**config.mk**
```make
export PLATFORM = sky130hd
export DESIGN_NAME = gpp_port_logic
export DESIGN_NICKNAME = d
export VERILOG_FILES = /design/src/design/gpp_pkg.sv /design/src/design/gpp_port_logic.sv
export SDC_FILE = /design/constraint.sdc
export NUM_CORES = 1
export LEC_CHECK = 0
export BUFFER_PORTS_ARGS = -buffer_cell sky130_fd_sc_hd__buf_2
export CAP_MARGIN = 20
export CELL_PAD_IN_SITES_DETAIL_PLACEMENT = 0
export CELL_PAD_IN_SITES_GLOBAL_PLACEMENT = 1
export CORE_MARGIN = 4
export CORE_UTILIZATION = 43
export CTS_CLUSTER_DIAMETER = 150
export DETAILED_ROUTE_END_ITERATION = 7
export PLACE_DENSITY = 0.87
export SLEW_MARGIN = 20
export SYNTH_ARGS = -nofsm -noshare
export SYNTH_HDL_FRONTEND = slang
export SYNTH_SLANG_ARGS = --single-unit
```
**constraint.sdc**
```tcl
create_clock -name hclk -period 3.7 [get_ports hclk]
set_input_delay 0.37 -clock hclk [delete_from_list [all_inputs] [get_ports hclk]]
set_output_delay 0.37 -clock hclk [all_outputs]
set_load 0.005 [all_outputs]
```
**src/design/gpp_pkg.sv**
```systemverilog
// Constants and carrier types of the port pin logic.
// Assumes a 32-bit AHB-Lite slave on a single 20 MHz clock.
package gpp_pkg;
	// ****************************************
	// Register indices, byte address = 4 * index
	// ****************************************
	localparam logic [7:0] IDX_A_DATA = 8'h05;
	localparam logic [7:0] IDX_B_DATA = 8'h06;
	localparam logic [7:0] IDX_INTCTL = 8'h0b;
	localparam logic [7:0] IDX_OPTION = 8'h81;
	localparam logic [7:0] IDX_A_DIR = 8'h85;
	localparam logic [7:0] IDX_B_DIR = 8'h86;
	localparam logic [7:0] IDX_ANALOG_SELECT = 8'h91;
	localparam logic [7:0] IDX_WPU = 8'h95;
	localparam logic [7:0] IDX_IOC = 8'h96;
	localparam logic [7:0] IDX_OSCSEL = 8'ha0;
	// ****************************************
	// Reset values and field positions
	// ****************************************
	localparam logic [7:0] RST_OPTION = 8'hff;
	localparam logic [7:0] RST_DIR = 8'hff;
	localparam logic [7:0] RST_ANALOG_SELECT = 8'hff;
	localparam logic [7:0] RST_WPU = 8'hff;
	localparam logic [3:0] RST_IOC = 4'h0;
	localparam logic [7:0] RST_LAT = 8'h00;
	localparam int OPT_PU_DIS = 7;
	localparam int OPT_EDGE = 6;
	localparam int IC_CHG_F = 0;
	localparam int IC_EXT_F = 1;
	localparam int IC_CHG_E = 3;
	localparam int IC_EXT_E = 4;
	localparam int OSC6_LO = 0;
	localparam int OSC7_LO = 2;
	localparam int IOC_LO = 4;
	// ****************************************
	// Types
	// ****************************************
	typedef enum logic [1:0] {
		OSC_GPIO,
		OSC_XTAL,
		OSC_CLK,
		OSC_TMR
	} gpp_osc_e;
	typedef struct packed {
		logic [7:0] out;
		logic [7:0] oe_n;
	} gpp_pin_s;
	typedef struct packed {
		logic [7:0] own;
		logic [7:0] val;
		logic [7:0] hiz;
	} gpp_lcd_s;
endpackage : gpp_pkg

```
**src/design/gpp_port_logic.sv**
```systemverilog
// Two-port pin logic: first port data/direction/analog select
// with oscillator pins, second port pull-ups, change detect, INT pin.
// Assumes pin inputs asynchronous to hclk, one AHB-Lite master,
// hresetn is power-on reset and warm_rst a clocked master-clear/BOR.
//
// Summary of operation
// - First port pin 6: I/O, crystal, clock out or timer osc out.
// - First port pin 7: I/O, crystal, clock in or timer osc in.
// - Each second port pin has its own pull-up enable bit.
// - Pull-up off whenever the pin is an output.
// - Power-on reset sets global pull-up disable, option bit 7.
// - Change detect only on second port pins 7 to 4, per-pin enable.
// - Power-on reset clears all change enables.
// - Enabled pins compare with latch captured at last port read or write.
// - Mismatches ORed set the port change flag.
// - Port change may wake the device from sleep.
// - Port access ends the mismatch, then software clears the flag.
// - Persisting mismatch keeps setting the flag.
// - Last-read latch survives warm resets; flag re-sets on mismatch.
// - A change coinciding with the read sample may be missed.
// - Second port pins 7 and 6 carry programming data and clock.
// - Second port pin 0 is an external edge interrupt input.
// - Display drive goes straight to pins, tri-state as it says.
// - Direction 1 makes a pin input, 0 drives the latch.
// - Port reads return pin levels; writes load the output latch.
// - Analog-selected pins read as zero.
// - Pull-up needs the global enable as well.
//
// Local design decision: the AHB-Lite interface to the registers.
`timescale 1ns/1ps
module gpp_port_logic
(
	input wire logic hclk,
	input wire logic hresetn,
	input wire logic warm_rst,
	input wire logic hsel,
	input wire logic [31:0] haddr,
	input wire logic [1:0] htrans,
	input wire logic hwrite,
	input wire logic [2:0] hsize,
	input wire logic hready,
	input wire logic [31:0] hwdata,
	output logic [31:0] hrdata,
	output logic hreadyout,
	output logic hresp,
	input wire logic [7:0] a_pin_in,
	output gpp_pkg::gpp_pin_s a_pin,
	input wire logic [7:0] b_pin_in,
	output gpp_pkg::gpp_pin_s b_pin,
	output logic [7:0] b_pullup,
	input wire gpp_pkg::gpp_lcd_s a_lcd,
	input wire gpp_pkg::gpp_lcd_s b_lcd,
	input wire logic clk_out_src,
	input wire logic prog_mode,
	input wire logic prog_data_out,
	input wire logic prog_data_drive,
	output logic prog_data_in,
	output logic prog_clk,
	output logic osc_in_level,
	output logic wake
);
	import gpp_pkg::*;

	// ****************************************
	// State
	// ****************************************
	typedef struct packed {
		logic [7:0] a_lat;
		logic [7:0] a_dir;
		logic [7:0] analog_select;
		logic [7:0] opt;
		logic [7:0] b_lat;
		logic [7:0] b_dir;
		logic [7:0] wpu;
		logic [3:0] ioc;
		logic [3:0] osc;
		logic chg_f;
		logic ext_f;
		logic chg_e;
		logic ext_e;
		logic [3:0] last_rd;
		logic [7:0] a_s1;
		logic [7:0] a_s2;
		logic [7:0] b_s1;
		logic [7:0] b_s2;
		logic b0_prev;
		logic pend_rd;
		logic pend_wr;
		logic [7:0] idx;
		logic [7:0] rdata;
		logic ready;
		gpp_pin_s a_pin;
		gpp_pin_s b_pin;
		logic [7:0] pu;
		logic pdi;
		logic pclk;
		logic oscin;
		logic wake;
	} gpp_state_s;

	gpp_state_s st_reg;
	gpp_state_s st_next;

	localparam gpp_state_s ST_RST = '{
		a_lat: RST_LAT,
		a_dir: RST_DIR,
		analog_select: RST_ANALOG_SELECT,
		opt: RST_OPTION,
		b_lat: RST_LAT,
		b_dir: RST_DIR,
		wpu: RST_WPU,
		ioc: RST_IOC,
		osc: 4'h0,
		chg_f: 1'b0,
		ext_f: 1'b0,
		chg_e: 1'b0,
		ext_e: 1'b0,
		last_rd: 4'h0,
		a_s1: 8'h00,
		a_s2: 8'h00,
		b_s1: 8'h00,
		b_s2: 8'h00,
		b0_prev: 1'b0,
		pend_rd: 1'b0,
		pend_wr: 1'b0,
		idx: 8'h00,
		rdata: 8'h00,
		ready: 1'b1,
		a_pin: '{out: 8'h00, oe_n: 8'hff},
		b_pin: '{out: 8'h00, oe_n: 8'hff},
		pu: 8'h00,
		pdi: 1'b0,
		pclk: 1'b0,
		oscin: 1'b0,
		wake: 1'b0
	};

	gpp_osc_e mode6;
	gpp_osc_e mode7;
	logic [7:0] a_rd;
	logic [7:0] a_dir_rd;
	logic [7:0] b_rd;
	logic [7:0] rmux;
	logic [7:0] wd;
	logic acc;
	logic mism;
	logic edge_hit;
	logic wr_b;
	logic rd_b;

	assign mode6 = gpp_osc_e'(st_reg.osc[OSC6_LO +: 2]);
	assign mode7 = gpp_osc_e'(st_reg.osc[OSC7_LO +: 2]);
	assign wd = hwdata[7:0];
	assign acc = hsel && htrans[1] && hready;

	// ****************************************
	// Read views of ports
	// ****************************************
	always_comb
	begin
		a_rd = st_reg.a_s2;
		a_rd[3:0] = a_rd[3:0] & ~st_reg.analog_select[3:0];
		a_rd[5] = a_rd[5] & ~st_reg.analog_select[4];
		a_dir_rd = st_reg.a_dir;
		// Oscillator owned pins read low and show as inputs
		if (mode6 != OSC_GPIO)
		begin
			a_rd[6] = 1'b0;
			a_dir_rd[6] = 1'b1;
		end
		if (mode7 != OSC_GPIO)
		begin
			a_rd[7] = 1'b0;
			a_dir_rd[7] = 1'b1;
		end
		b_rd = st_reg.b_s2;
	end

	always_comb
	begin
		unique case (st_reg.idx)
			IDX_A_DATA: rmux = a_rd;
			IDX_B_DATA: rmux = b_rd;
			IDX_INTCTL: rmux = {3'h0, st_reg.ext_e, st_reg.chg_e, 1'b0,
				st_reg.ext_f, st_reg.chg_f};
			IDX_OPTION: rmux = st_reg.opt;
			IDX_A_DIR: rmux = a_dir_rd;
			IDX_B_DIR: rmux = st_reg.b_dir;
			IDX_ANALOG_SELECT: rmux = st_reg.analog_select;
			IDX_WPU: rmux = st_reg.wpu;
			IDX_IOC: rmux = {st_reg.ioc, 4'h0};
			IDX_OSCSEL: rmux = {4'h0, st_reg.osc};
			default: rmux = 8'h00;
		endcase
	end

	// ****************************************
	// Next state
	// ****************************************
	always_comb
	begin
		st_next = st_reg;
		// Two stages keep pin metastability off the compare
		st_next.a_s1 = a_pin_in;
		st_next.a_s2 = st_reg.a_s1;
		st_next.b_s1 = b_pin_in;
		st_next.b_s2 = st_reg.b_s1;
		st_next.b0_prev = st_reg.b_s2[0];

		// Bus: reads take one wait state, writes none
		wr_b = st_reg.pend_wr && st_reg.idx == IDX_B_DATA;
		rd_b = st_reg.pend_rd && st_reg.idx == IDX_B_DATA;
		st_next.pend_wr = 1'b0;
		st_next.pend_rd = 1'b0;
		st_next.ready = 1'b1;
		if (st_reg.pend_rd)
		begin
			st_next.rdata = rmux;
		end
		if (acc)
		begin
			st_next.idx = (haddr[31:10] == 22'h0) ? haddr[9:2] : 8'hff;
			st_next.pend_wr = hwrite;
			st_next.pend_rd = !hwrite;
			st_next.ready = hwrite;
		end

		// Any second port data read or write refreshes the compare latch;
		// a pin moving at the same sample may go unseen
		if (wr_b || rd_b)
		begin
			st_next.last_rd = st_reg.b_s2[7:4];
		end

		// Register writes
		if (st_reg.pend_wr)
		begin
			unique case (st_reg.idx)
				IDX_A_DATA: st_next.a_lat = wd;
				IDX_B_DATA: st_next.b_lat = wd;
				IDX_INTCTL:
				begin
					st_next.chg_e = wd[IC_CHG_E];
					st_next.ext_e = wd[IC_EXT_E];
				end
				IDX_OPTION: st_next.opt = wd;
				IDX_A_DIR: st_next.a_dir = wd;
				IDX_B_DIR: st_next.b_dir = wd;
				IDX_ANALOG_SELECT: st_next.analog_select = wd;
				IDX_WPU: st_next.wpu = wd;
				IDX_IOC: st_next.ioc = wd[IOC_LO +: 4];
				IDX_OSCSEL: st_next.osc = wd[3:0];
				default: ; // Unmapped writes dropped, idx of a new access kept
			endcase
		end

		// Change flag: set wins over a software clear
		mism = |((st_reg.b_s2[7:4] ^ st_reg.last_rd) & st_reg.ioc);
		edge_hit = st_reg.opt[OPT_EDGE]
			? (st_reg.b_s2[0] && !st_reg.b0_prev)
			: (!st_reg.b_s2[0] && st_reg.b0_prev);
		if (st_reg.pend_wr && st_reg.idx == IDX_INTCTL)
		begin
			st_next.chg_f = wd[IC_CHG_F];
			st_next.ext_f = wd[IC_EXT_F];
		end
		if (mism)
		begin
			st_next.chg_f = 1'b1;
		end
		if (edge_hit)
		begin
			st_next.ext_f = 1'b1;
		end

		// Master-clear or brown-out: all but the compare latch, the data latches
		// and the change flag (loaded with the mismatch) return to reset values
		if (warm_rst)
		begin
			st_next.opt = RST_OPTION;
			st_next.a_dir = RST_DIR;
			st_next.b_dir = RST_DIR;
			st_next.analog_select = RST_ANALOG_SELECT;
			st_next.wpu = RST_WPU;
			st_next.ioc = RST_IOC;
			st_next.osc = 4'h0;
			st_next.chg_e = 1'b0;
			st_next.ext_e = 1'b0;
			st_next.chg_f = mism;
			st_next.ext_f = 1'b0;
			st_next.last_rd = st_reg.last_rd;
		end

		// Wake needs no clock gating here, it is a plain level
		st_next.wake = (st_reg.chg_f && st_reg.chg_e)
			|| (st_reg.ext_f && st_reg.ext_e);

		// Pull-ups: global enable, pin enable, pin is an input
		st_next.pu = {8{!st_reg.opt[OPT_PU_DIS]}} & st_reg.wpu
			& st_reg.b_dir;

		// First port drivers
		st_next.a_pin.out = st_reg.a_lat;
		st_next.a_pin.oe_n = st_reg.a_dir;
		unique case (mode6)
			OSC_GPIO: st_next.a_pin.oe_n[6] = st_reg.a_dir[6];
			OSC_CLK:
			begin
				st_next.a_pin.out[6] = clk_out_src;
				st_next.a_pin.oe_n[6] = 1'b0;
			end
			OSC_XTAL, OSC_TMR: st_next.a_pin.oe_n[6] = 1'b1;
		endcase
		if (mode7 != OSC_GPIO)
		begin
			st_next.a_pin.oe_n[7] = 1'b1;
		end
		st_next.oscin = st_reg.a_s2[7];
		st_next.a_pin.out = (a_lcd.own & a_lcd.val)
			| (~a_lcd.own & st_next.a_pin.out);
		st_next.a_pin.oe_n = (a_lcd.own & a_lcd.hiz)
			| (~a_lcd.own & st_next.a_pin.oe_n);

		// Second port drivers
		st_next.b_pin.out = (b_lcd.own & b_lcd.val)
			| (~b_lcd.own & st_reg.b_lat);
		st_next.b_pin.oe_n = (b_lcd.own & b_lcd.hiz)
			| (~b_lcd.own & st_reg.b_dir);
		if (prog_mode)
		begin
			// Programming owns the data and clock pins
			st_next.b_pin.out[7] = prog_data_out;
			st_next.b_pin.oe_n[7] = !prog_data_drive;
			st_next.b_pin.oe_n[6] = 1'b1;
		end
		st_next.pdi = st_reg.b_s2[7];
		st_next.pclk = st_reg.b_s2[6];
		st_next.pu = st_next.pu & st_next.b_pin.oe_n;
	end

	// ****************************************
	// Registers; power-on reset loads ST_RST into all
	// ****************************************
	always_ff @(posedge hclk or negedge hresetn)
	begin
		if (!hresetn)
		begin
			st_reg <= ST_RST;
		end
		else
		begin
			st_reg <= st_next;
		end
	end

	// ****************************************
	// Outputs
	// ****************************************
	assign hrdata = {24'h000000, st_reg.rdata};
	assign hreadyout = st_reg.ready;
	assign hresp = st_reg.pend_rd && !st_reg.pend_rd;
	assign a_pin = st_reg.a_pin;
	assign b_pin = st_reg.b_pin;
	assign b_pullup = st_reg.pu;
	assign prog_data_in = st_reg.pdi;
	assign prog_clk = st_reg.pclk;
	assign osc_in_level = st_reg.oscin;
	assign wake = st_reg.wake;
endmodule : gpp_port_logic

```
==> results by group <==
STA
  – RSZ-0062 raised after global routing: no
  – Worst-margin pin slew: 0.728 ns
  – Fin Hold WS: -0.0227 ns
  – Post-route clock period utilization: 67.4%
  – Setup ws final: 1.21 ns
  – Layout Skew: 0.0174 ns
  – Min Tclk post-route: 2.49 ns
  – Fmax: 401 MHz
  – Final setup viols: 0
  – Final setup TNS: 0 ns
  – Final hold vios: 15
  – Max-slew headroom: 51.4%
  – Max Slew Vio Count: 0

Setup path
  – Cell Chain, Critical Path: and4bb_2 -> nand3_1 -> mux2_2
  – Crit path kind: reg2reg
  – CP Depth: 3
  – FF-to-FF setup slack: 1.21 ns
  – CP Launch Type: register
  – Slowest cell on the critical path: dfrtp_1
  – CP max FO: 21
  – Crit end category: register
  – Largest stage delay on the critical path: 0.73 ns
  – Worst Path Buf+Inv: 0
  – CP top delay family: simple AND/OR/NAND/NOR gates
  – Req. time, crit path: 4.01 ns
  – CP arrival: 2.80 ns
  – Worst R2R Path Depth: 3

Drt
  – Vias per cell: 5.24
  – DRC Markers: 0
  – Vias: 5275
  – Wirelength, routed: 18000 um
  – Top Layer Used: met4
  – Met3 routed WL: 1510 um
  – Post-DRT Antenna Nets: 0
  – Starting DRT DRC Count: 416
  – Met1 WL: 7680 um
  – DR pass1 iterations: 5
  – Routed WL per cell: 17.9 um
  – WL met2: 8360 um

Synth
  – Register area share after synthesis: 56.8%
  – Dominant cell type by area after synthesis: dfrtp_1
  – Synth Flop Type: dfrtp_1
  – Yosys reg bits: 168
  – Mapped Cells: 661
  – Share of the synthesized area in the top cell type: 36.9%
  – Synth top area cells: dfrtp_1, dfstp_2, buf_4
  – EDFF count, synth: 0
  – Post-synthesis cell type count: 57
  – Async SR Flop Fraction: 100%
  – Mean Syn Cell Area: 11.4 um^2
  – Post-synth design cell area: 7530 um^2
  – Synth warnings: 0

Clocking
  – Worst skew pair latency: 0.43 ns
  – Post-CTS setup buffers: 0
  – CTS H-tree depth: 4
  – CTS Sinks: 168
  – Worst-path clk slew: 0.06 ns
  – Clock Tree Buf Depth: 2
  – Cts repair resizes: 0
  – Post-CTS Hold Buffers: 0
  – TritonCTS clock tree: built
  – Inserted Clock Buffers: 17
  – Root Driver: clkbuf_16

Global routing
  – Vias in the first global route: 5224
  – Grt ovf: 0
  – GR Util All Layers: 18.5%
  – First-pass GRT wire length: 28600 um
  – Antenna violations before repair: 0
  – Largest net degree at the start of global routing: 80

Layout
  – Synthesis-to-layout area growth: 15.1%
  – FF/Latch Area: 4280 um^2
  – Nets@finish: 912
  – Largest register FFs: 79
  – # diodes: 0
  – Util after Layout: 50.3%
  – Fillers: 1567
  – Layout cells sized above 1: 40.4%
  – Multi-input gate area: 2610 um^2

Flow run
  – Max Cap Viol: 0

Pwr
  – Leak: 0.00396 uW
  – Worst vdd ir: 306 uV
  – Power Density: 439 nW/um^2

Floorplan
  – I/O Pins: 221
  – Row Count: 48
  – Die Ht: 140 um
  – Core box area: 17200 um^2
  – Die outline width: 140 um
  – Starting Density: 43.7%
  – Die area: 19700 um^2

Place
  – Detailed Place HPWL: 12900 um
  – # port buffers: 165
  – Place WS: 1.20 ns
  – RD Place Congestion: 0.834

Worst hold path
  – Hold Crit Class: in2async

Status
  – Failing checks: negative hold slack
  – Outcome: finished with violations
==> final cells by class <==
| type | instances | area share (%) |
|---|---|---|
| Multi-Input combinational cell | 398 | 30.1 |
| Clock inverter | 12 | 1.36 |
| Clock buffer | 20 | 5.04 |
| Inverter | 10 | 0.433 |
| Tap cell | 225 | 3.25 |
| Sequential cell | 168 | 49.3 |
| Timing Repair Buffer | 174 | 10.5 |
==> per-stage QoR <==
| step | cells | total power [uW] | instance area [um^2] |
|---|---|---|---|
| 2_1_floorplan | 685 | 2060 | 7620 |
| 3_3_place_gp | 975 | 2160 | 8110 |
| 3_5_place_dp | 975 | 2170 | 8110 |
| 4_1_cts | 1007 | 3860 | 8670 |
| 5_1_grt | 1007 | 3970 | 8670 |
| 6_report | 1007 | 3810 | 8670 |
==> cells in the final DEF (no fill, tap or decap), types with 3 or more instances in the layout <==
master,Yosys,final
dfstp_2,57,57
o2bb2ai_1,4,4
nor2_1,14,14
o22a_1,8,8
o21ai_0,9,9
buf_4,74,8
a32oi_1,10,10
nand3_1,44,44
xor2_1,5,5
o211ai_1,4,4
buf_2,10,164
and4b_1,9,9
mux2i_1,17,17
dfrtp_1,111,111
inv_6,0,4
nor4_1,8,8
a21oi_1,19,19
conb_1,1,25
a221oi_1,3,3
inv_1,10,10
and3_1,8,8
clkinvlp_4,0,4
clkbuf_16,0,17
a22o_1,3,3
nand2b_1,4,4
a22oi_1,12,12
mux2_2,48,48
or4_1,3,3
clkbuf_1,23,3
nor2b_1,3,3
nand2_1,103,103
==> cell usage after synthesis, types with 3 or more instances <==
cell	number
nor4_1	8
mux2i_1	17
a22o_1	3
xor2_1	5
or4_1	3
a32oi_1	10
o21ai_0	9
o211ai_1	4
inv_1	10
mux2_2	48
clkbuf_1	23
a22oi_1	12
dfstp_2	57
a221oi_1	3
nand2_1	103
buf_4	74
nand3_1	44
and3_1	8
nor2_1	14
nand2b_1	4
nor2b_1	3
o2bb2ai_1	4
and4b_1	9
o22a_1	8
buf_2	10
dfrtp_1	111
a21oi_1	19
==> cells by family after synthesis <==
| family | count (synthesis) | synth area share [%] |
|---|---|---|
| other cells | 1 | 0.0498 |
| xor+xnor | 6 | 0.698 |
| flops | 168 | 56.8 |
| buf+inv | 119 | 9.99 |
| compound gates | 85 | 8.18 |
| mux | 65 | 9.44 |
| simple gates | 217 | 14.9 |
==> layer usage <==
| metal | vias to the layer above | track usage, % |
|---|---|---|
| met5 | - | 0 |
| met4 | 0 | 6.78 |
| met3 | 27 | 5.67 |
| met2 | 209 | 28.2 |
| met1 | 2597 | 24.9 |
| li1 | 2442 | - |
==> power breakdown <==
group	internal, uW	leakage [uW]	total (uW)	switching, uW
Combinational	95.0	0.00175	209	114
Sequential	1900	0.00195	1920	21.5
Clock	935	0.000258	1680	740
==> final timing paths <==
check	start	endpoint
min reg2reg	st_next[81]$_DFF_PN0_	st_reg[81]$_DFF_PN0_
max in group asynchronous	hresetn	a_pin[3]$_DFF_PN1_
max reg2reg	st_reg[55]$_DFFE_PN0P_	st_reg[162]$_DFFE_PN0P_
min in group hclk	b_pin_in[4]	st_next[68]$_DFF_PN0_
max	st_reg[55]$_DFFE_PN0P_	st_reg[162]$_DFFE_PN0P_
min	hresetn	b_pin[10]$_DFF_PN0_
Power figures use the tool's default switching activity.
